[src/master_control_pkg.sv]
package master_control_pkg;

  // Register addresses inside the six-bit register space.
  localparam logic [5:0] MIC_ADDR = 6'h00;
  localparam logic [5:0] MCC_ADDR = 6'h01;

  typedef struct packed {
    logic globalIntEnable;
    logic lowerChainDisable;
    logic noVectorOutput;
    logic portaVectorStatus;
    logic portbVectorStatus;
    logic counterVectorStatus;
    logic addressJustify;
    logic softReset;
  } mic_t;

  typedef struct packed {
    logic portbEnable;
    logic counter1Enable;
    logic counter2Enable;
    logic portcEnable;
    logic portLink;
    logic portaEnable;
    logic [1:0] counterLink;
  } mcc_t;

  localparam mic_t MIC_RESET = 8'h01;
  localparam mcc_t MCC_RESET = 8'h00;

  typedef enum logic [1:0] {
    LINK_INDEPENDENT = 2'b00,
    LINK_GATE = 2'b01,
    LINK_TRIGGER = 2'b10,
    LINK_COUNT = 2'b11
  } counter_link_t;

  typedef enum logic [1:0] {
    SRC_PORTA = 2'b00,
    SRC_PORTB = 2'b01,
    SRC_COUNTER = 2'b10
  } int_source_t;

  // Gating handed to one port's logic.
  typedef struct packed {
    logic pendingSetAllow;
    logic readyWaitAllow;
    logic catcherTransparent;
    logic linesDrive;
  } port_ctrl_t;

  // Gating handed to one counter/timer.
  typedef struct packed {
    logic pendingSetAllow;
    logic holdInit;
  } counter_ctrl_t;

  localparam port_ctrl_t PORT_CTRL_RESET = 4'h2;
  localparam counter_ctrl_t COUNTER_CTRL_RESET = 2'h1;

endpackage : master_control_pkg

[src/master_control_registers.sv]
`timescale 1ns/1ps
// What this block does
// - Any device reset clears all register bits except the reset bit, which sets.
// - Global enable low blocks requests and acknowledges, chain still passes through.
// - Vector register reads include status exactly when global enable is 1.
// - Lower-chain disable forces chain enable output low, else normal chaining.
// - No-vector bit suppresses vector drive on acknowledge, in-service still sets.
// - Port A acknowledge gives base vector, or status-modified vector when its bit set.
// - Per-source status bits never change what software reads from vector registers.
// - Port B and the shared counter vector follow the same status-include scheme.
// - Multiplexed bus: justify 0 takes address bit 0 from bus bit 1, else bit 0.
// - Separate-address variant: justify bit unused and always reads as 1.
// - Writing 1 to the reset bit resets the device; hardware reset sets it too.
// - While reset bit is 1, other registers read 0, ignore writes; clears by writing 0.
// - Port B enable low blocks new pending, gates ready/wait, catchers, floats lines.
// - Counter 1 or 2 enable low holds that counter/timer initialized.
// - Bit 4 enables port C and counter 3; low idles handshakes, acknowledge input high.
// - Port link joins A and B into 16 bits using port A handshake registers.
// - Port A enable governs port A as port B enable governs port B.
// - Counter link field: independent, inverted gate, inverted trigger, inverted count.
module master_control_registers #(
  parameter int MUX_BUS = 1
) (
  // Clock and reset
  input wire logic mclk,
  input wire logic nrst,
  // Host bus: strobe1N is address strobe or read, strobe2N is data strobe or write
  input wire logic strobe1N,
  input wire logic strobe2N,
  input wire logic readNotWrite,
  input wire logic [7:0] busIn,
  input wire logic [5:0] regAddrIn,
  output logic [7:0] busOut,
  output logic busOe,
  // Register images for the rest of the device
  output master_control_pkg::mic_t intControl,
  output master_control_pkg::mcc_t configControl,
  output logic deviceReset,
  // Daisy chain and interrupt requests
  input wire logic chainEnableIn,
  input wire logic anyPending,
  input wire logic anyInService,
  input wire logic ackCycle,
  input wire master_control_pkg::int_source_t ackSource,
  output logic chainEnableOut,
  output logic intRequestN,
  output logic inServiceSet,
  // Vectors for the acknowledged source and for register reads
  input wire logic [7:0] baseVector,
  input wire logic [7:0] statusVector,
  output logic [7:0] vectorOut,
  output logic vectorOe,
  output logic vectorReadStatus,
  // Port and counter/timer gating
  input wire logic handshakeAckInN,
  output master_control_pkg::port_ctrl_t portaCtrl,
  output master_control_pkg::port_ctrl_t portbCtrl,
  output master_control_pkg::port_ctrl_t portcCtrl,
  output master_control_pkg::counter_ctrl_t counter1Ctrl,
  output master_control_pkg::counter_ctrl_t counter2Ctrl,
  output master_control_pkg::counter_ctrl_t counter3Ctrl,
  output logic handshakeIdle,
  output logic handshakeAckInGatedN,
  output logic portsLinked,
  // Counter/timer 2 input selection
  input wire logic counter1Out,
  input wire logic counter2ExtGate,
  input wire logic counter2ExtTrigger,
  input wire logic counter2ExtCount,
  output logic counter2Gate,
  output logic counter2Trigger,
  output logic counter2Count
);

  if (MUX_BUS < 0 || MUX_BUS > 1) begin : g_bad_variant
    $error("MUX_BUS must be 0 or 1");
  end

  master_control_pkg::mic_t micReg;
  master_control_pkg::mic_t micNext;
  master_control_pkg::mcc_t mccReg;
  master_control_pkg::mcc_t mccNext;
  logic [5:0] addrLatchReg;
  logic strobe1Reg;
  logic strobe2Reg;
  logic ackReg;

  // Bus phase decode.
  wire hwReset = !strobe1N && !strobe2N;
  wire s1Fall = strobe1Reg && !strobe1N;
  wire s2Fall = strobe2Reg && !strobe2N;
  wire [5:0] muxAddr = micReg.addressJustify ? busIn[5:0] : busIn[6:1];
  wire addrLoad = (MUX_BUS == 1) && s1Fall && strobe2N;
  wire [5:0] accessAddr = (MUX_BUS == 1) ? addrLatchReg : regAddrIn;
  wire writeStrobe = (MUX_BUS == 1) ? (s2Fall && !readNotWrite && strobe1N)
                                    : (s2Fall && strobe1N);
  wire readActive = (MUX_BUS == 1) ? (!strobe2N && readNotWrite && strobe1N)
                                   : (!strobe1N && strobe2N);
  wire selMic = accessAddr == master_control_pkg::MIC_ADDR;
  wire selMcc = accessAddr == master_control_pkg::MCC_ADDR;
  wire inReset = micReg.softReset;

  // The justify bit has no function without the multiplexed bus.
  wire justifyRead = (MUX_BUS == 1) ? micReg.addressJustify : 1'b1;
  wire [7:0] micRead = {micReg[7:2], justifyRead, micReg.softReset};
  // Anything other than the interrupt control register reads zero during reset.
  wire [7:0] readData = selMic ? micRead : ((selMcc && !inReset) ? mccReg : 8'h00);

  // Writing 1 to the reset bit restarts the device, so the other bits return to zero.
  wire micWrite = writeStrobe && selMic;
  wire mccWrite = writeStrobe && selMcc && !inReset;

  always_comb begin
    micNext = micReg;
    mccNext = mccReg;
    if (hwReset) begin
      micNext = master_control_pkg::MIC_RESET;
      mccNext = master_control_pkg::MCC_RESET;
    end else if (micWrite && busIn[0]) begin
      micNext = master_control_pkg::MIC_RESET;
      mccNext = master_control_pkg::MCC_RESET;
    end else if (micWrite) begin
      micNext = busIn;
    end else if (mccWrite) begin
      mccNext = busIn;
    end
    if (micNext.softReset) begin
      mccNext = master_control_pkg::MCC_RESET;
    end
  end

  always_ff @(posedge mclk or negedge nrst) begin
    if (!nrst) begin
      micReg <= master_control_pkg::MIC_RESET;
      mccReg <= master_control_pkg::MCC_RESET;
    end else begin
      micReg <= micNext;
      mccReg <= mccNext;
    end
  end

  always_ff @(posedge mclk or negedge nrst) begin
    if (!nrst) begin
      addrLatchReg <= 6'h00;
      strobe1Reg <= 1'b1;
      strobe2Reg <= 1'b1;
      ackReg <= 1'b0;
    end else begin
      if (addrLoad) begin
        addrLatchReg <= muxAddr;
      end
      strobe1Reg <= strobe1N;
      strobe2Reg <= strobe2N;
      ackReg <= ackCycle;
    end
  end

  // Interrupt side. A disabled device keeps the chain intact but takes no part itself.
  wire intEnabled = micReg.globalIntEnable && !inReset;
  wire active = intEnabled && chainEnableIn;
  wire ackStart = ackCycle && !ackReg;
  wire ownChainBlock = intEnabled && (anyInService || (ackCycle && anyPending));
  wire chainOut = chainEnableIn && !micReg.lowerChainDisable && !ownChainBlock;
  wire reqOn = active && anyPending;
  wire respond = active && ackStart && anyPending;
  wire srcStatus = (ackSource == master_control_pkg::SRC_PORTA) ? micReg.portaVectorStatus :
                   (ackSource == master_control_pkg::SRC_PORTB) ? micReg.portbVectorStatus :
                   micReg.counterVectorStatus;
  wire [7:0] ackVector = srcStatus ? statusVector : baseVector;
  wire driveVector = active && ackCycle && anyPending && !micReg.noVectorOutput;

  // Unit gating. Enable bits are held in the register, so a disabled unit stays put.
  function automatic master_control_pkg::port_ctrl_t portGate(input logic en);
    portGate = '{pendingSetAllow: en, readyWaitAllow: en, catcherTransparent: !en, linesDrive: en};
  endfunction : portGate

  function automatic master_control_pkg::counter_ctrl_t counterGate(input logic en);
    counterGate = '{pendingSetAllow: en, holdInit: !en};
  endfunction : counterGate

  wire master_control_pkg::counter_link_t linkMode = master_control_pkg::counter_link_t'(mccReg.counterLink);
  wire ct1Inv = !counter1Out;
  wire gateSel = (linkMode == master_control_pkg::LINK_GATE) ? ct1Inv : counter2ExtGate;
  wire trigSel = (linkMode == master_control_pkg::LINK_TRIGGER) ? ct1Inv : counter2ExtTrigger;
  // Software must clear counter 2's external count enable; the pin is simply replaced here.
  wire countSel = (linkMode == master_control_pkg::LINK_COUNT) ? ct1Inv : counter2ExtCount;

  always_ff @(posedge mclk or negedge nrst) begin
    if (!nrst) begin
      busOut <= 8'h00;
      busOe <= 1'b0;
      intControl <= master_control_pkg::MIC_RESET;
      configControl <= master_control_pkg::MCC_RESET;
      deviceReset <= 1'b1;
      chainEnableOut <= 1'b0;
      intRequestN <= 1'b1;
      inServiceSet <= 1'b0;
      vectorOut <= 8'h00;
      vectorOe <= 1'b0;
      vectorReadStatus <= 1'b0;
    end else begin
      busOut <= readActive ? readData : 8'h00;
      busOe <= readActive;
      intControl <= micReg;
      configControl <= mccReg;
      deviceReset <= inReset;
      chainEnableOut <= chainOut;
      intRequestN <= !reqOn;
      inServiceSet <= respond;
      vectorOut <= driveVector ? ackVector : 8'h00;
      vectorOe <= driveVector;
      vectorReadStatus <= intEnabled;
    end
  end

  always_ff @(posedge mclk or negedge nrst) begin
    if (!nrst) begin
      portaCtrl <= master_control_pkg::PORT_CTRL_RESET;
      portbCtrl <= master_control_pkg::PORT_CTRL_RESET;
      portcCtrl <= master_control_pkg::PORT_CTRL_RESET;
      counter1Ctrl <= master_control_pkg::COUNTER_CTRL_RESET;
      counter2Ctrl <= master_control_pkg::COUNTER_CTRL_RESET;
      counter3Ctrl <= master_control_pkg::COUNTER_CTRL_RESET;
      handshakeIdle <= 1'b1;
      handshakeAckInGatedN <= 1'b1;
      portsLinked <= 1'b0;
      counter2Gate <= 1'b0;
      counter2Trigger <= 1'b0;
      counter2Count <= 1'b0;
    end else begin
      portaCtrl <= portGate(mccReg.portaEnable);
      portbCtrl <= portGate(mccReg.portbEnable);
      portcCtrl <= portGate(mccReg.portcEnable);
      counter1Ctrl <= counterGate(mccReg.counter1Enable);
      counter2Ctrl <= counterGate(mccReg.counter2Enable);
      counter3Ctrl <= counterGate(mccReg.portcEnable);
      handshakeIdle <= !mccReg.portcEnable;
      handshakeAckInGatedN <= handshakeAckInN || !mccReg.portcEnable;
      // Link order is the host's duty; the bit is honoured whenever it is set.
      portsLinked <= mccReg.portLink;
      counter2Gate <= gateSel;
      counter2Trigger <= trigSel;
      counter2Count <= countSel;
    end
  end

endmodule : master_control_registers

[config.mk]
export PLATFORM = sky130hd
export DESIGN_NAME = master_control_registers
export DESIGN_NICKNAME = d
export VERILOG_FILES = /design/src/master_control_pkg.sv /design/src/master_control_registers.sv
export SDC_FILE = /design/constraint.sdc
export NUM_CORES = 1
export LEC_CHECK = 0
export ABC_AREA = 1
export BUFFER_PORTS_ARGS = -buffer_cell sky130_fd_sc_hd__clkbuf_2
export CAP_MARGIN = 20
export CORE_MARGIN = 2
export CORE_UTILIZATION = 40
export CTS_CLUSTER_DIAMETER = 50
export DETAILED_ROUTE_END_ITERATION = 7
export PLACE_DENSITY = 0.76
export SLEW_MARGIN = 20
export SYNTH_ARGS = -nofsm -noshare
export SYNTH_HDL_FRONTEND = slang
export SYNTH_SLANG_ARGS = --single-unit
[constraint.sdc]
create_clock -name mclk -period 1.9 [get_ports mclk]
set_input_delay 0.095 -clock mclk [delete_from_list [all_inputs] [get_ports mclk]]
set_output_delay 0.095 -clock mclk [all_outputs]
set_load 0.05 [all_outputs]
Word-level counts from Yosys, hierarchy flattened --
Cells that the tools add are included.
Operators by class: equality and inequality tests 6, muxes and demuxes 19, reduce and logical (&&, ||, !) cells 48
Operators with widths (number):
- $mux W8 | 13
- $logic_and A1 B1 Y1 | 26
- $logic_not A1 Y1 | 15
- $eq A6 B1 Y1 const B | 1
- $logic_not A6 Y1 | 1
- $mux W6 | 1
- $mux W1 | 5
- $eq A2 B1 Y1 const B | 2
- $eq A2 B2 Y1 const B | 2
- $ne A4 B3 Y1 const B | 1
- $reduce_bool A4 Y1 | 1
- $reduce_bool A3 Y1 | 1
- $logic_not A2 Y1 | 1
- $logic_or A1 B1 Y1 | 2
- $reduce_and A2 Y1 | 1
Storage, ports and cells: register bits 72, input bits 46, output and inout port bits 63, logic and storage cells 124

Logic depth before layout (Yosys ltp) --
Gate-level depths: netlist of run 1.
depth in word-level cells 11, gate-level depth with buffers 8, mapped depth without buffers 8

Worst setup path before layout of run 1 --
OpenSTA, ideal clock, no wires.
path kind register to register, start point register micReg, in the netlist inReset, end point register mccReg[2] (netlist name), library setup time 0.073 ns, arrival 1.129 ns, required time 1.827 ns, setup slack 0.698 ns, cell stages (with the launch flop) 9, path buffers 0, clock period less this slack 1.202 ns, cell sequence dfstp_2 > inv_1 > nand2_1 > nor2_2 > nand2_2 > inv_4 > nand2_2 > nand2_1 > a21oi_2
On the way: cells in the longest elaborated chain, start to end 5, elaborated cells between the ends (all ways) 9, classes of those cells eq/ne (1); mux (4); reduce/logical (4)
RTL lines:
- start, declared | RTL line master_control_registers.sv:79 | master_control_pkg::mic_t micReg;
- start signal, assigned | RTL line master_control_registers.sv:134 | micReg <= master_control_pkg::MIC_RESET;
- start signal, assigned | RTL line master_control_registers.sv:137 | micReg <= micNext;
- $mux W8 | RTL line master_control_registers.sv:122 | end else if (micWrite) begin
- $mux W8 | RTL line master_control_registers.sv:119 | end else if (micWrite && busIn[0]) begin
- $mux W8 | RTL line master_control_registers.sv:116 | if (hwReset) begin
- $ne A4 B3 Y1 (no source line) / $reduce_bool A4 Y1 (equally long branches)
- $reduce_and A2 Y1 (no source line)
- end signal, assigned | RTL line master_control_registers.sv:135 | mccReg <= master_control_pkg::MCC_RESET;
- end signal, assigned | RTL line master_control_registers.sv:138 | mccReg <= mccNext;
- end, declared | RTL line master_control_registers.sv:81 | master_control_pkg::mcc_t mccReg;
Parallel ways exist; a longest one is shown, timed or not. The select of a mux whose other input is x is not followed. A chain may end at the register's enable or synchronous reset.

Final worst setup path of run 1 --
start point register mccReg, in the netlist linkMode[1], end point register counter2Trigger
On the way: cells in the longest elaborated chain, start to end 2
RTL lines:
- $eq A2 B2 Y1 | RTL line master_control_registers.sv:184 | wire trigSel = (linkMode == master_control_pkg::LINK_TRIGGER) ? ct1Inv : counter2ExtTrigger;
- $mux W1 | RTL line master_control_registers.sv:184
- named net trigSel | RTL line master_control_registers.sv:184
- end signal, assigned | RTL line master_control_registers.sv:242 | counter2Trigger <= trigSel;
- end, declared | RTL line master_control_registers.sv:71 | output logic counter2Trigger,
The timed path passes the listed nets, and every way through them passes these cells.

==> results of run 1 <==
registers in the layout (all words and copies together), names as in the netlist, 2 cells and up:
signal and count:
counter2Ctrl 2, portbCtrl 2, vectorOut 8, intControl 7, linkMode 2, busOut 8, mccReg 6, accessAddr 6
configControl 2, micRead 6, counter1Ctrl 2, portaCtrl 2
path summary, 6_finish.rpt:
path,to,depth (start not counted),slack [ns],from
setup / recovery,counter2Trigger,5,0.47,linkMode[1]
hold / removal,linkMode[1],3,0.02,busIn[1]
setup reg to reg,counter2Trigger,5,0.47,linkMode[1]
hold reg to reg,deviceReset,0,0.39,inReset
max in group asynchronous,handshakeIdle,3,0.97,nrst
min in group asynchronous,portbCtrl[0],2,0.24,nrst
synth_stat cells (2+ instances only):
library cell,n,share of area (%)
o21ai_0,14,2.4
inv_1,23,3.0
nand2_2,4,0.87
nand3_1,5,0.87
nand2_4,2,0.78
a21oi_1,17,3.0
o31ai_1,4,1.0
dfstp_2,11,10
nor2_4,5,2.0
nor2_2,4,0.87
inv_4,2,0.44
o211ai_1,2,0.52
buf_4,16,4.2
nor2_1,30,3.9
nand2_1,53,6.9
nand4_1,2,0.44
dfrtp_1,61,53
nand3_2,2,0.70
a21oi_2,7,2.1
inv_2,2,0.26
a31oi_1,2,0.44
power by group:
| part | internal (mW) | total [mW] | switching (mW) |
|---|---|---|---|
| Clock | 0.875 | 1.41 | 0.537 |
| Sequential | 1.57 | 1.59 | 0.0254 |
| Combinational | 0.0914 | 0.229 | 0.138 |
per-layer routing:
layer | track usage (%) | routed length, microns | vias up
met2 | 28.0 | 3110 | 90
met1 | 22.6 | 2770 | 1062
met5 | 0 | 0 | -
li1 | - | - | 1097
met4 | 8.68 | 128 | 0
met3 | 4.38 | 506 | 10
cell type report:
class	count	area (sq um)	area share, %
flip-flops and latches	72	1820	47.7
well taps	96	120	3.15
multi-input cells	158	822	21.6
clock buffers	13	139	3.65
inverters	27	106	2.79
repair buffers	123	716	18.8
clock inverters	3	90.1	2.37
cells by family after synthesis:
logic type | share of synthesized area [%]
simple gates | 18.2
flops | 63.2
compound gates | 10.4
buf+inv | 8.19
worst max-delay path: cells and delay by family, from the launching register on:
kind,cells,cell delay (ns)
buffers and inverters,2,0.65
flip-flops,1,0.43
AND/OR/NAND/NOR,2,0.18
AO/OA/AOI/OAI,1,0.11
stage by stage:
step                      instances  setup slack, ns  hold WS [ns]  cell area (sq um)  power, mW
final                           492            0.467        0.0157               3810       3.23
after global routing            492            0.328        0.0151               3810       3.36
after CTS                       492            0.482      0.000457               3810       3.26
after detailed placement        458            0.511        0.0714               3400       1.82
after global placement          458            0.542        0.0723               3400       1.81
after floorplan                 275            0.698        -0.201               2870       1.71
==> reports/metrics.csv, run 1 <==
stage,metric,value,unit
run_status,status,"finished, final reports clean",
floorplan,die_h,88.7,microns
clock_network,cts_buffer_depth,2,
global_route,grt_pass1_wl,10200,microns
worst_setup_path,arrival,1.71,ns
worst_hold_path,min_path_type,in2reg,
worst_setup_path,cp-end-kind,flop,
floorplan,fp-row-count,30,
detailed_routing,routed_wl,6510,microns
worst_setup_path,worst_ep_required_time,2.18,ns
global_route,grt_start_max_net_pins,36,
timing,fin_tns_setup,0,ns
synth,synthesis.area,2870,sq um
timing,fin_crit_sh,75.4,%
synth,synthArstFlopShare,100,%
power_and_ir_drop,peakVddDrop,343,uV
worst_setup_path,start_kind,flop,
timing,fin_skew,0.00761,ns
synth,syn_area_per_cell,10.4,sq um
floorplan,core_area,6870,sq um
synth,synthFlopType,dfrtp_1,
timing,fin_crit,1.43,ns
worst_setup_path,slowest_stage,dlygate4sd3_1,
detailed_routing,num_vias,2259,
clock_network,post_cts_buffers,0,
synth,synth_seq_cells,72,
detailed_routing,firstDrtPassIters,4,
power_and_ir_drop,leakage,1.94,nW
clock_network,cts_resized,0,
place,port_buffers,102,
clock_network,hold_buffers,18,
layout,fin_nets,437,
detailed_routing,drtAntennaViolNets,0,
clock_network,cts.sinks,72,
layout,drive_gt1_share,40.2,%
synth,syn_nets,321,
synth,syn_inst,275,
place,place_hpwl,4520,microns
detailed_routing,routedWlPerCell,13.2,microns
global_route,grt_antenna_before_repair,0,
detailed_routing,drt_iter0_drc,123,
synth,yosys_warnings,0,
synth,synth_edf_count,0,
global_route,gr-total-overflow,0,
layout,mostFrequentLayoutCells,"101 x clkbuf_2, 61 x dfrtp_1, 53 x nand2_1, 30 x nor2_1, 23 x inv_1",
worst_setup_path,path_cells,inv_1 > nor2_1 > nor2_1 > a21oi_1 > dlygate4sd3_1,
clock_network,clkLatencyLatePin,0.34,ns
detailed_routing,drc,0,
layout,antenna_cells,0,
power_and_ir_drop,p_per_area,849,nW/um^2
detailed_routing,viasPerCell,4.59,
clock_network,cts_buffers,9,
timing,finalHoldViolCount,0,
worst_setup_path,crit_path_max_incr_delay,0.55,ns
timing,relSlewSlack,66.1,%
global_route,grtUsageTotal,17.7,%
clock_network,clkTransAtPathRegs,0.07,ns
layout,utilization,55.4,%
place,gp_congestion,0.866,
clock_network,cts_tree,yes,
worst_setup_path,path_common_cell,nor2_1,
clock_network,root_buffer,clkbuf_8,
layout,final_common_cell,clkbuf_2,
clock_network,htree_levels,3,
worst_setup_path,cp_max_fo,6,
layout,fill_cells,590,
layout,synthToLayoutAreaGrowth,32.6,%
run,drv_cap,0,
floorplan,die_area,7880,sq um
floorplan,start_util,41.8,%
global_route,grt_pass1_vias,2101,
timing,setup_viol,0,
synth,seq_area_frac_synth,63.2,%
synth,synth_cell_types,28,
floorplan,die_width,88.7,microns
floorplan,ioPinCount,109,
timing,worst_slew_pin_slew,0.507,ns
timing,rsz0062_at_grt,false,
timing,max_freq,698,MHz
worst_setup_path,criticalPathCategory,reg2reg,
timing,drv_slew,0,
Power figures use the tool's default switching activity.
==> run 2: changes to the inputs <==
clock period = 1.4 ns   (was 1.9 ns; I/O delays follow)
==> run 2 against run 1 <==
Total power is 33% higher; clock skew about the same; register-to-register slack got worse by 0.46 ns; global-route usage fell by 0.099 points; non-clock buffer count is 18 higher; via count is 2.7% higher; sequential power up 36%; count of clock-buffer cells in the layout shrank 4; sequential cell count stayed put.
==> reports/metrics.csv, run 2 (synthesis results as in run 1) <==
stage,metric,value,unit
clock_network,cts_tree,yes,
detailed_routing,routedWlPerCell,13.1,microns
layout,utilization,59.1,%
detailed_routing,drt_iter0_drc,82,
layout,reg_top3,"busOut (8), vectorOut (8), intControl (7)",
place,place_hpwl,4560,microns
clock_network,htree_levels,3,
global_route,grt_start_max_net_pins,27,
timing,max_freq,719,MHz
place,dpl-instance-area,3460,sq um
layout,antenna_cells,0,
power_and_ir_drop,peakVddDrop,581,uV
layout,synthToLayoutAreaGrowth,41.4,%
worst_setup_path,r2r_start,accessAddr[2],
floorplan,die_area,7880,sq um
detailed_routing,drc,0,
layout,finalNonFillerCells,511,
clock_network,clkLatencyLatePin,0.33,ns
detailed_routing,num_vias,2319,
timing,relSlewSlack,69.0,%
timing,fin_skew,0.00750,ns
global_route,grt_antenna_before_repair,0,
floorplan,die_h,88.7,microns
global_route,gr-total-overflow,0,
detailed_routing,viasPerCell,4.54,
place,gp_congestion,0.824,
clock_network,cts_buffers,9,
floorplan,die_width,88.7,microns
timing,rsz0062_at_grt,true,
global_route,grt_pass1_wl,10300,microns
worst_setup_path,cp_max_fo,8,
run_status,status,"finished, final reports clean",
layout,mostFrequentLayoutCells,"101 x clkbuf_2, 60 x dfrtp_1, 48 x nand2_1, 29 x nor2_1, 28 x dlygate4sd3_1",
worst_setup_path,crit_path_max_incr_delay,0.42,ns
layout,drive_gt1_share,44.6,%
worst_setup_path,path_cells,nor2_4 > inv_2 > nor2_4 > nand2_4 > nor2_4 > nand2_1 > a21oi_2,
worst_hold_path,hold_depth,3,
floorplan,ioPinCount,109,
worst_setup_path,criticalPathCategory,reg2reg,
detailed_routing,firstDrtPassIters,6,
clock_network,root_buffer,clkbuf_8,
worst_hold_path,min_to,vectorOut[5],
power_and_ir_drop,p_per_area,1060,nW/um^2
clock_network,cts_buffer_depth,2,
timing,fin_crit_sh,99.3,%
worst_setup_path,path_common_cell,nor2_4,
worst_hold_path,min_from,baseVector[5],
clock_network,cts.sinks,72,
timing,worst_slew_pin_slew,0.463,ns
timing,finalHoldViolCount,0,
detailed_routing,routed_wl,6690,microns
worst_setup_path,ff2ff_setup_slack,0.01,ns
floorplan,fp-row-count,30,
layout,design_area,4060,sq um
worst_setup_path,reg2reg_to,mccReg[5],
clock_network,clkTransAtPathRegs,0.08,ns
worst_setup_path,rr_worst_depth,7,
layout,final_common_cell,clkbuf_2,
detailed_routing,drtAntennaViolNets,0,
place,port_buffers,102,
layout,fin_nets,456,
global_route,grtUsageTotal,17.6,%
floorplan,core_area,6870,sq um
timing,drv_slew,0,
worst_hold_path,min_path_type,in2reg,
floorplan,start_util,41.8,%
worst_setup_path,arrival,1.66,ns
worst_setup_path,start_kind,flop,
worst_setup_path,slowest_stage,dfrtp_1,
global_route,grt_pass1_vias,2232,
worst_setup_path,worst_ep_required_time,1.67,ns
worst_setup_path,cp-end-kind,flop,
timing,setup_viol,0,
power_and_ir_drop,leakage,2.03,nW
run,drv_cap,0,
timing,fin_crit,1.39,ns
place,dp_cells,464,
==> run 2: changes by cell type in the layout (fill, tap and decap cells not counted), sizes merged <==
cell	before	now
bufinv	3	2
clkinv	0	3
dlygate4sd3	18	28
clkinvlp	0	1
nor2	40	41
buf	4	12
inv	27	28
clkbuf	114	110
==> run 2: where the power goes <==
group | switching, mW | leakage (nW) | internal (mW)
clock | 0.765 | 0.110 | 1.01
sequential | 0.0368 | 0.938 | 2.12
combinational | 0.207 | 0.987 | 0.160
total | 1.01 | 2.03 | 3.29
==> run 2: through the flow <==
stage | hold WS [ns] | TNS [ns] | worst slack, ns | power, mW
after floorplan | -0.226 | 0 | 0.198 | 2.32
after CTS | 0.000353 | 0 | 0.0161 | 4.32
after detailed placement | -0.0189 | 0 | 0.00499 | 2.48
after global routing | 0.0192 | -0.217 | -0.0362 | 4.49
after global placement | -0.0241 | 0 | 0.0442 | 2.47
final | 0.0123 | 0 | 0.00997 | 4.30
==> run 2: worst max path at each step <==
stage                  start            to  slack (ns)
3_5_place_dp         inReset     mccReg[7]       0.005
4_1_cts              inReset  vectorOut[2]        0.02
3_3_place_gp         inReset     mccReg[6]        0.04
5_1_grt        accessAddr[2]   linkMode[0]       -0.04
2_1_floorplan        inReset     mccReg[2]        0.20
6_report       accessAddr[2]     mccReg[5]        0.01
==> run 2: layer usage <==
layer  track usage [%]  up-vias  wire, microns
li1                  -     1131              -
met1              21.3     1101           2810
met2              30.3       82           3350
met3              6.06        5            464
met4              4.13        0             66
met5                 0        -              0
==> run 2: worst max-delay path, delay by kind of cell (launching register included) <==
| kind | cells | cell delay, ns |
|---|---|---|
| AND/OR/NAND/NOR | 5 | 0.72 |
| flip-flops | 1 | 0.42 |
| AO/OA/AOI/OAI | 1 | 0.12 |
| buffers and inverters | 1 | 0.06 |
==> run 2: area by class of cell <==
type | instances | area, sq um
clock buffers | 9 | 124
fillers | 588 | 2810
well taps | 96 | 120
multi-input cells | 159 | 907
clock inverters | 7 | 95.1
flip-flops and latches | 72 | 1820
repair buffers | 141 | 888
inverters | 27 | 111
==> run 2: repair_timing <==
action,CTS,global route
hold endpoints to repair,94,1
endpoints found under the setup margin,7,19
hold buffers,27,1
buffers inserted,0,2
resized for setup,1,23
pin swaps,0,15
gates cloned,0,1
